`config.mk`:
```
export PLATFORM = sky130hd
export DESIGN_NAME = pmbus_status_and_timing_config
export DESIGN_NICKNAME = d
export VERILOG_FILES = /design/src/rtl/pmbus_status_pkg.sv /design/src/rtl/phase_timer.sv /design/src/rtl/pmbus_status_and_timing_config.sv
export SDC_FILE = /design/constraint.sdc
export NUM_CORES = 1
export LEC_CHECK = 0
export BUFFER_PORTS_ARGS = -buffer_cell sky130_fd_sc_hd__buf_2
export CAP_MARGIN = 25
export CELL_PAD_IN_SITES_DETAIL_PLACEMENT = 0
export CELL_PAD_IN_SITES_GLOBAL_PLACEMENT = 2
export CORE_MARGIN = 2
export CORE_UTILIZATION = 40
export CTS_CLUSTER_SIZE = 10
export DETAILED_ROUTE_END_ITERATION = 10
export PLACE_DENSITY_LB_ADDON = 0.1
export REMOVE_ABC_BUFFERS = 1
export SLEW_MARGIN = 5
export SYNTH_ARGS = -nofsm -noshare
export SYNTH_HDL_FRONTEND = slang
export SYNTH_SLANG_ARGS = --single-unit
```
`constraint.sdc`:
```
create_clock -name core_clk -period 6.6 [get_ports core_clk]
set_input_delay 0.99 -clock core_clk [delete_from_list [all_inputs] [get_ports core_clk]]
set_output_delay 0.99 -clock core_clk [all_outputs]
set_load 0.03 [all_outputs]
```
`src/rtl/pmbus_status_pkg.sv`:
```
// Constants shared by the status and timing configuration block.
// Notes on behaviour
// Raw status bits follow their condition live.
// Latched flags stay set until cleared.
// Word read 79h; byte read 78h low byte.
// Unsupported status positions always read zero.
// Low bit 6 high when not delivering power.
// Low bits 5..1 latch OV, OC, UVLO, OT, COMMS_MEMORY_LOGIC_FLAG.
// High bits 7..5 latch voltage, current, input summaries.
// High bit 3 mirrors power-good pin level.
// Flags clear on clear command, re-enable, power-up.
// Present fault sets flag again, alert re-asserts.
// Alert output signals fault conditions.
// Host should read status on alert, not poll.
// D0h holds six-bit user value, default zero.
// Unused upper configuration bits ignored on write.
// D1h bits 5:3 pick power-good delay.
// D1h bits 2:0 pick power-on delay.
// D2h bits 3:2 pick soft-start time.
// D2h bit 1 picks hiccup or latch-off.
// D2h bit 0 picks conduction; soft-start stays discontinuous.
// Command 03h clears status and releases alert.
// Clear command never restarts latched-off converter.
// Enable: power-on delay, soft-start, then power-good delay.
// Ignored configuration bits read back as zero.
package pmbus_status_pkg;

    // Command codes.
    localparam logic [7:0] CODE_CLEAR_FAULTS = 8'h03;
    localparam logic [7:0] CODE_STATUS_LOW = 8'h78;
    localparam logic [7:0] CODE_STATUS_WORD = 8'h79;
    localparam logic [7:0] CODE_USER_SCRATCH = 8'hd0;
    localparam logic [7:0] CODE_DELAY_SELECT = 8'hd1;
    localparam logic [7:0] CODE_MODE_RAMP = 8'hd2;

    // Writable masks of the configuration bytes.
    localparam logic [7:0] USER_SCRATCH_MASK = 8'h3f;
    localparam logic [7:0] DELAY_SELECT_MASK = 8'h3f;
    localparam logic [7:0] MODE_RAMP_MASK = 8'h0f;

    // Reset values of the configuration bytes.
    localparam logic [7:0] USER_SCRATCH_RESET = 8'h00;
    localparam logic [7:0] DELAY_SELECT_RESET = 8'h12;
    localparam logic [7:0] MODE_RAMP_RESET = 8'h00;

    // Field positions.
    localparam int PGD_LSB = 3;
    localparam int POD_LSB = 0;
    localparam int SST_LSB = 2;
    localparam int UV_RESP_BIT = 1;
    localparam int COND_BIT = 0;
    localparam int ST_OFF_BIT = 6;
    localparam int ST_OV_BIT = 5;
    localparam int ST_OC_BIT = 4;
    localparam int ST_UV_BIT = 3;
    localparam int ST_OT_BIT = 2;
    localparam int ST_CML_BIT = 1;
    localparam int ST_OUTPUT_VOLTAGE_SUMMARY_FLAG_BIT = 15;
    localparam int ST_OUTPUT_CURRENT_SUMMARY_FLAG_BIT = 14;
    localparam int ST_INPUT_BIT = 13;
    localparam int ST_POWER_GOOD_PIN_LEVEL_BIT = 11;

    // Timing base figures in nanoseconds and the clock period.
    localparam int CLK_PERIOD_NS = 20;
    localparam int PGD_UNIT_NS = 256000;
    localparam int PGD_LONG_NS = 131072000;
    localparam int POD_OFFSET_NS = 100000;
    localparam int SS_UNIT_NS = 1000000;
    localparam int HICCUP_BASE_NS = 8960000;
    localparam int HICCUP_SS_MULT = 7;
    localparam int PGD_LONG_CODE = 7;

    // Cycle counts derived from the figures above.
    localparam int PGD_UNIT_CYC = PGD_UNIT_NS / CLK_PERIOD_NS;
    localparam int PGD_LONG_CYC = PGD_LONG_NS / CLK_PERIOD_NS;
    localparam int POD_OFFSET_CYC = POD_OFFSET_NS / CLK_PERIOD_NS;
    localparam int SS_UNIT_CYC = SS_UNIT_NS / CLK_PERIOD_NS;
    localparam int HICCUP_BASE_CYC = HICCUP_BASE_NS / CLK_PERIOD_NS;

    // Power sequence states, one-hot.
    typedef enum logic [6:0] {
        SEQ_OFF = 7'h01,
        SEQ_POD = 7'h02,
        SEQ_RAMP = 7'h04,
        SEQ_PGD = 7'h08,
        SEQ_ON = 7'h10,
        SEQ_HICCUP = 7'h20,
        SEQ_LATCHED = 7'h40
    } seq_state_e;

endpackage

```
`src/rtl/phase_timer.sv`:
```
// Down-counter that times one phase of the power sequence.
`timescale 1ns/1ps
`default_nettype none
module phase_timer #(
    parameter int WIDTH = 32
) (
    input wire logic core_clk,
    input wire logic sys_rst,
    input wire logic load,
    input wire logic [WIDTH-1:0] load_value,
    output logic expired
);

    logic [WIDTH-1:0] count;
    logic running;

    // A load restarts the count; the phase ends when it reaches one.
    always_ff @(posedge core_clk)
    begin
        if (sys_rst)
        begin
            count <= '0;
            running <= 1'b0;
        end
        else if (load)
        begin
            count <= load_value;
            running <= 1'b1;
        end
        else if (running)
        begin
            count <= count - WIDTH'(1);
            running <= (count > WIDTH'(1));
        end
    end

    // Pulses in the last cycle of the loaded span.
    // The load is left out here, since the caller derives its load from this pulse.
    assign expired = running && (count == WIDTH'(1));

endmodule
`default_nettype wire

```
`src/rtl/pmbus_status_and_timing_config.sv`:
```
// Status word, fault flags, alert and timing configuration of the converter.
`timescale 1ns/1ps
`default_nettype none
module pmbus_status_and_timing_config #(
    parameter int PGD_UNIT_CYC = pmbus_status_pkg::PGD_UNIT_CYC,
    parameter int PGD_LONG_CYC = pmbus_status_pkg::PGD_LONG_CYC,
    parameter int POD_OFFSET_CYC = pmbus_status_pkg::POD_OFFSET_CYC,
    parameter int SS_UNIT_CYC = pmbus_status_pkg::SS_UNIT_CYC,
    parameter int HICCUP_BASE_CYC = pmbus_status_pkg::HICCUP_BASE_CYC
) (
    input wire logic core_clk,
    input wire logic sys_rst,
    input wire logic req_valid,
    input wire logic req_write,
    input wire logic [7:0] req_code,
    input wire logic [7:0] req_wdata,
    input wire logic converter_enable,
    input wire logic ov_cond,
    input wire logic oc_cond,
    input wire logic vin_uvlo_cond,
    input wire logic ot_cond,
    input wire logic cml_cond,
    input wire logic output_voltage_summary_flag_warn_cond,
    input wire logic output_current_summary_flag_warn_cond,
    input wire logic vin_warn_cond,
    input wire logic output_uv_cond,
    input wire logic power_good_pin_level,
    output logic rsp_valid,
    output logic [15:0] rsp_data,
    output logic alert_n,
    output logic power_good,
    output logic delivering,
    output logic soft_start_active,
    output logic forced_continuous_conduction
);

    localparam int NSYNC = 11;

    // Two-stage synchronisers for every pin input.
    logic [NSYNC-1:0] pin_raw;
    logic [NSYNC-1:0] sync_meta;
    logic [NSYNC-1:0] sync_out;

    assign pin_raw = {power_good_pin_level, output_uv_cond, vin_warn_cond, output_current_summary_flag_warn_cond,
        output_voltage_summary_flag_warn_cond, cml_cond, ot_cond, vin_uvlo_cond, oc_cond, ov_cond, converter_enable};

    genvar gi;
    generate
        for (gi = 0; gi < NSYNC; gi++)
        begin : g_sync
            always_ff @(posedge core_clk)
            begin
                if (sys_rst)
                begin
                    sync_meta[gi] <= 1'b0;
                    sync_out[gi] <= 1'b0;
                end
                else
                begin
                    sync_meta[gi] <= pin_raw[gi];
                    sync_out[gi] <= sync_meta[gi];
                end
            end
        end
    endgenerate

    // Named views of the synchronised inputs.
    wire en_s = sync_out[0];
    wire ov_s = sync_out[1];
    wire oc_s = sync_out[2];
    wire uvlo_s = sync_out[3];
    wire ot_s = sync_out[4];
    wire cml_s = sync_out[5];
    wire vwarn_s = sync_out[6];
    wire iwarn_s = sync_out[7];
    wire inwarn_s = sync_out[8];
    wire out_uv_s = sync_out[9];
    wire pg_pin_s = sync_out[10];

    // Configuration bytes, held at their defaults after power-up.
    logic [7:0] user_scratch_byte;
    logic [7:0] delay_select;
    logic [7:0] mode_and_ramp_config;

    // Field views of the configuration bytes.
    wire [5:0] user_scratch_value = user_scratch_byte[5:0];
    wire [2:0] power_good_delay_select = delay_select[pmbus_status_pkg::PGD_LSB +: 3];
    wire [2:0] power_on_delay_select = delay_select[pmbus_status_pkg::POD_LSB +: 3];
    wire [1:0] soft_start_time_select = mode_and_ramp_config[pmbus_status_pkg::SST_LSB +: 2];
    wire undervoltage_response_select = mode_and_ramp_config[pmbus_status_pkg::UV_RESP_BIT];
    wire conduction_select = mode_and_ramp_config[pmbus_status_pkg::COND_BIT];

    // Command decode.
    wire do_write = req_valid && req_write;
    wire do_read = req_valid && !req_write;
    wire clear_cmd = do_write && (req_code == pmbus_status_pkg::CODE_CLEAR_FAULTS);
    wire wr_scratch = do_write && (req_code == pmbus_status_pkg::CODE_USER_SCRATCH);
    wire wr_delay = do_write && (req_code == pmbus_status_pkg::CODE_DELAY_SELECT);
    wire wr_mode = do_write && (req_code == pmbus_status_pkg::CODE_MODE_RAMP);

    // Writes keep only the supported bits; the rest store and read as zero.
    always_ff @(posedge core_clk)
    begin
        if (sys_rst)
        begin
            user_scratch_byte <= pmbus_status_pkg::USER_SCRATCH_RESET;
            delay_select <= pmbus_status_pkg::DELAY_SELECT_RESET;
            mode_and_ramp_config <= pmbus_status_pkg::MODE_RAMP_RESET;
        end
        else
        begin
            if (wr_scratch)
                user_scratch_byte <= req_wdata & pmbus_status_pkg::USER_SCRATCH_MASK;
            if (wr_delay)
                delay_select <= req_wdata & pmbus_status_pkg::DELAY_SELECT_MASK;
            if (wr_mode)
                mode_and_ramp_config <= req_wdata & pmbus_status_pkg::MODE_RAMP_MASK;
        end
    end

    // Enable edge: an off-then-on command clears the latched flags.
    logic en_prev;
    wire en_rise = en_s && !en_prev;

    always_ff @(posedge core_clk)
    begin
        if (sys_rst)
            en_prev <= 1'b0;
        else
            en_prev <= en_s;
    end

    // Latched fault flags: a present condition wins over the clear.
    localparam int NFLAG = 8;
    logic [NFLAG-1:0] flags;
    logic [NFLAG-1:0] flag_cond;
    logic [NFLAG-1:0] next_flags;
    wire flag_clear = clear_cmd || en_rise;

    assign flag_cond = {inwarn_s | uvlo_s, iwarn_s | oc_s, vwarn_s | ov_s | out_uv_s,
        cml_s, ot_s, uvlo_s, oc_s, ov_s};
    assign next_flags = (flags & {NFLAG{!flag_clear}}) | flag_cond;

    // Flags clear on reset, which stands for power-up.
    always_ff @(posedge core_clk)
    begin
        if (sys_rst)
        begin
            flags <= '0;
            alert_n <= 1'b1;
        end
        else
        begin
            flags <= next_flags;
            alert_n <= !(|next_flags);
        end
    end

    // Phase lengths picked from the configuration fields.
    logic [31:0] ss_cycles;
    logic [31:0] pod_cycles;
    logic [31:0] pgd_cycles;
    logic [31:0] hiccup_cycles;

    assign ss_cycles = 32'(SS_UNIT_CYC) << soft_start_time_select;
    assign pod_cycles = 32'(POD_OFFSET_CYC) + (32'(PGD_UNIT_CYC) << power_on_delay_select);
    assign pgd_cycles = (power_good_delay_select == 3'(pmbus_status_pkg::PGD_LONG_CODE)) ?
        32'(PGD_LONG_CYC) : (32'(PGD_UNIT_CYC) << power_good_delay_select);
    assign hiccup_cycles = 32'(HICCUP_BASE_CYC) +
        32'(pmbus_status_pkg::HICCUP_SS_MULT) * ss_cycles;

    // Power sequence state machine.
    pmbus_status_pkg::seq_state_e state;
    pmbus_status_pkg::seq_state_e next_state;
    logic timer_load;
    logic [31:0] timer_value;
    logic timer_done;

    phase_timer #(
        .WIDTH(32)
    ) u_timer (
        .core_clk(core_clk),
        .sys_rst(sys_rst),
        .load(timer_load),
        .load_value(timer_value),
        .expired(timer_done)
    );

    wire running_phase = (state == pmbus_status_pkg::SEQ_RAMP) ||
        (state == pmbus_status_pkg::SEQ_PGD) || (state == pmbus_status_pkg::SEQ_ON);

    // Next state and the timer load that starts each phase.
    always_comb
    begin
        next_state = state;
        timer_load = 1'b0;
        timer_value = 32'h0;
        unique case (state)
            pmbus_status_pkg::SEQ_OFF:
            begin
                if (en_s)
                begin
                    next_state = pmbus_status_pkg::SEQ_POD;
                    timer_load = 1'b1;
                    timer_value = pod_cycles;
                end
            end
            pmbus_status_pkg::SEQ_POD, pmbus_status_pkg::SEQ_HICCUP:
            begin
                if (timer_done)
                begin
                    next_state = pmbus_status_pkg::SEQ_RAMP;
                    timer_load = 1'b1;
                    timer_value = ss_cycles;
                end
            end
            pmbus_status_pkg::SEQ_RAMP:
            begin
                if (timer_done)
                begin
                    next_state = pmbus_status_pkg::SEQ_PGD;
                    timer_load = 1'b1;
                    timer_value = pgd_cycles;
                end
            end
            pmbus_status_pkg::SEQ_PGD:
            begin
                if (timer_done)
                    next_state = pmbus_status_pkg::SEQ_ON;
            end
            pmbus_status_pkg::SEQ_ON:
            begin
                next_state = pmbus_status_pkg::SEQ_ON;
            end
            pmbus_status_pkg::SEQ_LATCHED:
            begin
                next_state = pmbus_status_pkg::SEQ_LATCHED;
            end
        endcase
        if (running_phase && out_uv_s)
        begin
            if (undervoltage_response_select)
            begin
                next_state = pmbus_status_pkg::SEQ_LATCHED;
                timer_load = 1'b0;
            end
            else
            begin
                next_state = pmbus_status_pkg::SEQ_HICCUP;
                timer_load = 1'b1;
                timer_value = hiccup_cycles;
            end
        end
        if (!en_s)
        begin
            next_state = pmbus_status_pkg::SEQ_OFF;
            timer_load = 1'b0;
        end
    end

    // Converter outputs decoded from the next state.
    wire next_delivering = (next_state == pmbus_status_pkg::SEQ_RAMP) ||
        (next_state == pmbus_status_pkg::SEQ_PGD) || (next_state == pmbus_status_pkg::SEQ_ON);
    wire next_ramp = next_state == pmbus_status_pkg::SEQ_RAMP;
    wire next_pg = next_state == pmbus_status_pkg::SEQ_ON;

    always_ff @(posedge core_clk)
    begin
        if (sys_rst)
        begin
            state <= pmbus_status_pkg::SEQ_OFF;
            delivering <= 1'b0;
            soft_start_active <= 1'b0;
            power_good <= 1'b0;
            forced_continuous_conduction <= 1'b0;
        end
        else
        begin
            state <= next_state;
            delivering <= next_delivering;
            soft_start_active <= next_ramp;
            power_good <= next_pg;
            forced_continuous_conduction <= next_delivering && !next_ramp &&
                conduction_select;
        end
    end

    // Status word: raw bits live, latched flags, unsupported bits zero.
    logic [15:0] status_word;

    always_comb
    begin
        status_word = 16'h0000;
        status_word[pmbus_status_pkg::ST_OFF_BIT] = !delivering;
        status_word[pmbus_status_pkg::ST_OV_BIT] = flags[0];
        status_word[pmbus_status_pkg::ST_OC_BIT] = flags[1];
        status_word[pmbus_status_pkg::ST_UV_BIT] = flags[2];
        status_word[pmbus_status_pkg::ST_OT_BIT] = flags[3];
        status_word[pmbus_status_pkg::ST_CML_BIT] = flags[4];
        status_word[pmbus_status_pkg::ST_OUTPUT_VOLTAGE_SUMMARY_FLAG_BIT] = flags[5];
        status_word[pmbus_status_pkg::ST_OUTPUT_CURRENT_SUMMARY_FLAG_BIT] = flags[6];
        status_word[pmbus_status_pkg::ST_INPUT_BIT] = flags[7];
        status_word[pmbus_status_pkg::ST_POWER_GOOD_PIN_LEVEL_BIT] = pg_pin_s;
    end

    // Read data selection; an unknown code reads as zero.
    logic [15:0] read_mux;

    always_comb
    begin
        unique case (req_code)
            pmbus_status_pkg::CODE_STATUS_WORD: read_mux = status_word;
            pmbus_status_pkg::CODE_STATUS_LOW: read_mux = {8'h00, status_word[7:0]};
            pmbus_status_pkg::CODE_USER_SCRATCH: read_mux = {10'h000, user_scratch_value};
            pmbus_status_pkg::CODE_DELAY_SELECT: read_mux = {8'h00, delay_select};
            pmbus_status_pkg::CODE_MODE_RAMP: read_mux = {8'h00, mode_and_ramp_config};
            default: read_mux = 16'h0000;
        endcase
    end

    // Read answer one cycle after the request.
    always_ff @(posedge core_clk)
    begin
        if (sys_rst)
        begin
            rsp_valid <= 1'b0;
            rsp_data <= 16'h0000;
        end
        else
        begin
            rsp_valid <= do_read;
            rsp_data <= do_read ? read_mux : 16'h0000;
        end
    end

endmodule
`default_nettype wire

```
Word-level counts from Yosys, hierarchy flattened

Index checks and enable logic that the tools add are counted.

Register bits: 109
Input bits: 31
Output and inout bits: 22
Word-level logic and storage cells: 121

$add $sub $neg: 3
Multiply operators: 1
Magnitude comparators: 1
Equality and inequality tests: 18
Shifts and indexed selects: 3
Mux-type cells: 24
Bitwise operators: 7
Reductions and logical operators: 27

Operators by type and width:

| kind                                                            | number |
|---|---|
| two-way mux 32 bit                                              | 8 |
| one-hot mux 32 bit (3 select lines)                             | 1 |
| one-hot mux 16 bit (5 select lines)                             | 1 |
| << shifter 14 x 3 -> 32 bit (first input constant)              | 2 |
| two-way mux 7 bit                                               | 6 |
| one-hot mux 7 bit (6 select lines)                              | 1 |
| adder 14 x 32 -> 32 bit (first input constant)                  | 1 |
| adder 19 x 32 -> 32 bit (first input constant)                  | 1 |
| == test 32 x 1 -> 1 bit (second input constant)                 | 1 |
| greater-than comparator 32 x 1 -> 1 bit (second input constant) | 1 |
| multiplier 3 x 32 -> 32 bit (first input constant)              | 1 |
| << shifter 16 x 2 -> 32 bit (first input constant)              | 1 |
| subtractor 32 x 1 -> 32 bit (second input constant)             | 1 |
| == test 8 bit (second input constant)                           | 3 |
| == test 8 x 7 -> 1 bit (second input constant)                  | 2 |
| == test 7 x 3 -> 1 bit (second input constant)                  | 2 |
| == test 7 x 4 -> 1 bit (second input constant)                  | 2 |
| == test 7 x 5 -> 1 bit (second input constant)                  | 2 |
| logical AND 1 bit                                               | 11 |
| bitwise AND 8 bit                                               | 1 |
| == test 8 x 2 -> 1 bit (second input constant)                  | 1 |
| bitwise OR 8 bit                                                | 1 |
| OR reduction 8 bit                                              | 1 |
| == test 7 x 1 -> 1 bit (second input constant)                  | 1 |
| 13 further kinds                                                | 31 |

Longest topological paths before layout

Word-level depth: 11
Gate-level depth with buffers: 12
Mapped depth without buffers: 11

Modules after synthesis

A second synthesis with hierarchy kept.

Cells, all modules: 687
Area total of the unflattened synthesis: 5846.9 um^2

Modules (own cells, without submodules):

| module                         | instances | cells an instance | area an instance (um^2) |
|---|---|---|---|
| pmbus_status_and_timing_config | 1         | 449               | 3937.5 |
| phase_timer                    | 1         | 238               | 1909.3 |

Worst setup path before layout

No wires, ideal clock.

Kind: register to register
From: register mode_and_ramp_config[3]
To: register u_timer.count[19]
Setup time: 0.086 ns
Arrival time: 2.645 ns
Slack: 3.868 ns
Stages on the path, launching flop included: 13
Period minus slack after synthesis: 2.732 ns
Path through: dfxtp_1 clkbuf_1 inv_1 ha_1 clkbuf_1 xnor2_1 ha_1 o21ai_0 a31oi_1 o21ai_0 a21oi_1 a311o_1 a221oi_2

Word-level cells in the longest chain between the ends: 6
Elaborated cells between the ends (all ways): 8
Those cells by class: add/sub: 1; mul: 1; shift: 1; mux: 5

Ends and longest elaborated chain:

| item                                                                           | RTL line                                                                     | text |
|---|---|---|
| start, declared                                                                | pmbus_status_and_timing_config.sv:83                                         | `logic [7:0] mode_and_ramp_config;` |
| start signal, assigned                                                         | pmbus_status_and_timing_config.sv:108                                        | `mode_and_ramp_config <= pmbus_status_pkg::MODE_RAMP_RESET;` |
| start signal, assigned                                                         | pmbus_status_and_timing_config.sv:117                                        | `mode_and_ramp_config <= req_wdata & pmbus_status_pkg::MODE_RAMP_MASK;` |
| << shifter 16 x 2 -> 32 bit *                                                  | pmbus_status_and_timing_config.sv:165                                        | `assign ss_cycles = 32'(SS_UNIT_CYC) << soft_start_time_select;` |
| multiplier 3 x 32 -> 32 bit or two-way mux 32 bit (tied branches)              | pmbus_status_and_timing_config.sv:170, pmbus_status_and_timing_config.sv:210 |  |
| adder 19 x 32 -> 32 bit or one-hot mux 32 bit (3 select lines) (tied branches) | pmbus_status_and_timing_config.sv:169, pmbus_status_and_timing_config.sv:198 |  |
| two-way mux 32 bit                                                             | pmbus_status_and_timing_config.sv:242                                        | `if (undervoltage_response_select)` |
| two-way mux 32 bit *                                                           | pmbus_status_and_timing_config.sv:240                                        | `if (running_phase && out_uv_s)` |
| two-way mux 32 bit *                                                           | phase_timer.sv:25                                                            | `else if (load)` |
| end signal, assigned                                                           | phase_timer.sv:27                                                            | `count <= load_value;` |
| end signal, assigned                                                           | phase_timer.sv:32                                                            | `count <= count - WIDTH'(1);` |
| end, declared                                                                  | phase_timer.sv:14                                                            | `logic [WIDTH-1:0] count;` |

Mark *: on every way between the ends. The rest lies on a longest branch, timed or not.
A chain may end at the register's enable or synchronous reset.

Worst setup path after layout

Ends and elaborated chain as after synthesis.

==> impl_metrics.ini <==
[run_status]
status = completed

[final_layout]
num_antenna_cells = 0
multi_input_area_um2 = 3310
ff_latch_area_um2 = 2080
area_growth_pct = 11.3
drive_gt1_frac = 0.132
nNetsFinal = 744
fin_area_um2 = 6310
nFillCells = 1363

[cts]
post_cts_buffers = 0
hold_buffers = 0
cts_tree = yes
cts_made_buffers = 9
cts_resized = 0
clkTransAtPathRegs_ns = 0.07
clk_latency_ns = 0.36
ctsLongestPathBuffers = 2
cts_root_buffer = clkbuf_16
h-tree-depth = 3
clock_sinks = 104

[setup_path]
cp-start-kind = flop
required_ns = 6.87
critPathArrivalTime_ns = 3.49
path_max_fanout = 12
reg2reg_slack_ns = 3.38
cp-end-kind = flop
path_class = reg -> reg

[floorplanning]
dieWidth_um = 123
coreArea_um2 = 13900
pin_count = 53
die_y_um = 123
rows = 43
start_util = 0.409
die_area_um2 = 15100

[timing]
hold_violations = 0
slew_viol_final = 0
tightestPinTransition_ns = 0.952
setup_viol = 0
setup_tns_ns = 0
whs_ns = 0.403
period_needed_ns = 3.22
final.setup_skew_ns = 0.0112
post-route-period-util = 0.487
layout_setup_ws_ns = 3.38
rsz0062_at_grt = no
slew_headroom = 0.364
max_freq_mhz = 311

[synth]
synth_cell_types = 72
synth_area_per_cell_um2 = 8.72
yosysWarnings = 0
synth_edf_count = 0
synth_seq_cells = 104
async_flop_share = 0
synth_ff_type = dfxtp_1
synth_cells = 650
ys_seq_area_frac = 0.367
syn_area_um2 = 5670

[placement]
place_ws_ns = 3.39
post_dp_cell_area_um2 = 6010
portBuffers = 45
gp_congestion = 0.878
dpl.hpwl_mm = 10.7

[grt]
use_met1 = 0.308
busiest_layer = met1
grt_pass1_wl_mm = 23.5
met2_usage = 0.291
antenna_found_initial = 0
grt.total_usage = 0.202
grt_remaining_overflow = 0
grt_pass1_vias = 4432
grt_max_degree = 38
use_met3 = 0.0327

[hold_path]
hold_path_class = reg -> reg

[job]
maxCapViolCount = 0

[route]
drc_errors = 0
drtIter0Drc = 296
viasPerCell = 5.47
wl_per_cell_um = 16.5
vias = 4748
wl_mm = 14.3
drtPass1Iterations = 5
ant_nets = 0

[power_and_ir_drop]
irDropWorstVdd_uv = 112
leakagePower_uw = 0.00246
finalPower_uw = 1370
power.density_nw_per_um2 = 217
-- cell usage in the layout, fill, tap and decap left out, types with 12 or more instances in the layout --
cell type,netlist,layout
a211oi_1,12,12
a21oi_1,36,36
buf_2,7,45
dfxtp_1,104,104
ha_1,30,30
inv_1,34,34
mux2i_1,21,21
nand2_1,32,32
nand3_1,13,13
nor2_1,93,93
nor2b_1,28,28
nor3_1,17,17
o21ai_0,14,14
xnor2_1,23,23
xor2_1,19,19
-- synth_stat cells, drive strengths merged (9+ instances only) --
| library cell | instances | share of area |
|---|---|---|
| a211oi | 12 | 0.016 |
| a21oi | 36 | 0.032 |
| a221oi | 9 | 0.015 |
| buf | 14 | 0.016 |
| clkbuf | 19 | 0.013 |
| dfxtp | 104 | 0.37 |
| ha | 30 | 0.066 |
| inv | 34 | 0.023 |
| mux2i | 21 | 0.037 |
| nand2 | 32 | 0.021 |
| nand3 | 14 | 0.013 |
| nand4 | 13 | 0.018 |
| nor2 | 93 | 0.062 |
| nor2b | 28 | 0.031 |
| nor3 | 19 | 0.020 |
| nor4 | 19 | 0.037 |
| o21ai | 16 | 0.014 |
| xnor2 | 23 | 0.036 |
| xor2 | 19 | 0.029 |
-- state kept, by name, indices dropped and copies added, names as in the netlist, 4 cells and up --
register and flops:
flags 8, sync_meta 11, user_scratch_byte 6, u_timer.count 32
mode_and_ramp_config 4, state 7, delay_select 6, rsp_data 11
-- power breakdown --
group | leakage [uW] | internal (uW) | switching [uW]
combinational | 0.00148 | 65.4 | 104
clock | 0.000141 | 266 | 260
sequential | 0.000848 | 651 | 24.1
-- routing by layer --
| metal | share of wire | vias up |
|---|---|---|
| li1 | - | 2377 |
| met1 | 0.52 | 2265 |
| met2 | 0.43 | 90 |
| met3 | 0.039 | 16 |
| met4 | 0.012 | 0 |
| met5 | 0 | - |
-- cells by family (layout without fill, tap and decap cells) --
kind of cell	Yosys count	after routing	synth area share
adder cells (fa/ha/maj)	30	30	0.0662
other	1	5	0.000661
AO/OA/AOI/OAI	128	128	0.160
AND/OR/NAND/NOR	256	256	0.251
buffers and inverters	67	101	0.0512
XOR/XNOR	42	42	0.0649
flip-flops	104	104	0.367
multiplexers	22	22	0.0391
-- path summary, 6_finish.rpt --
check | to | from | depth (start not counted)
max | u_timer.count[19]$_SDFFE_PP0P_ | mode_and_ramp_config[3]$_SDFFE_PP0P_ | 10
min | rsp_data[6]$_SDFF_PP0_ | delivering$_SDFF_PP0_ | 1
max reg2reg | u_timer.count[19]$_SDFFE_PP0P_ | mode_and_ramp_config[3]$_SDFFE_PP0P_ | 10
min reg2reg | rsp_data[6]$_SDFF_PP0_ | delivering$_SDFF_PP0_ | 1
-- layout make-up --
cell class                      count  area share
Multi-Input combinational cell    483       0.525
Sequential cell                   104       0.330
Timing Repair Buffer               51      0.0434
Clock buffer                       10      0.0363
Tap cell                          180      0.0357
Inverter                           34      0.0202
Clock inverter                      6     0.00912
-- stage by stage --
step | utilization | cells
6_report | 0.454 | 868
5_1_grt | 0.454 | 868
4_1_cts | 0.454 | 867
3_5_place_dp | 0.433 | 851
3_3_place_gp | 0.432 | 849
2_1_floorplan | - | 621
-- worst max-delay path, cell delays in order, from the launching register on --
cell      delay, ns
dfxtp_1        0.65
inv_1          0.25
ha_1           0.56
xnor2_1        0.13
ha_1           0.36
o21ai_0        0.13
a31oi_1        0.06
o21ai_0        0.24
a21oi_1        0.11
a311o_1        0.40
a221oi_2       0.25
Note: power is estimated with default switching activity, not from simulation.
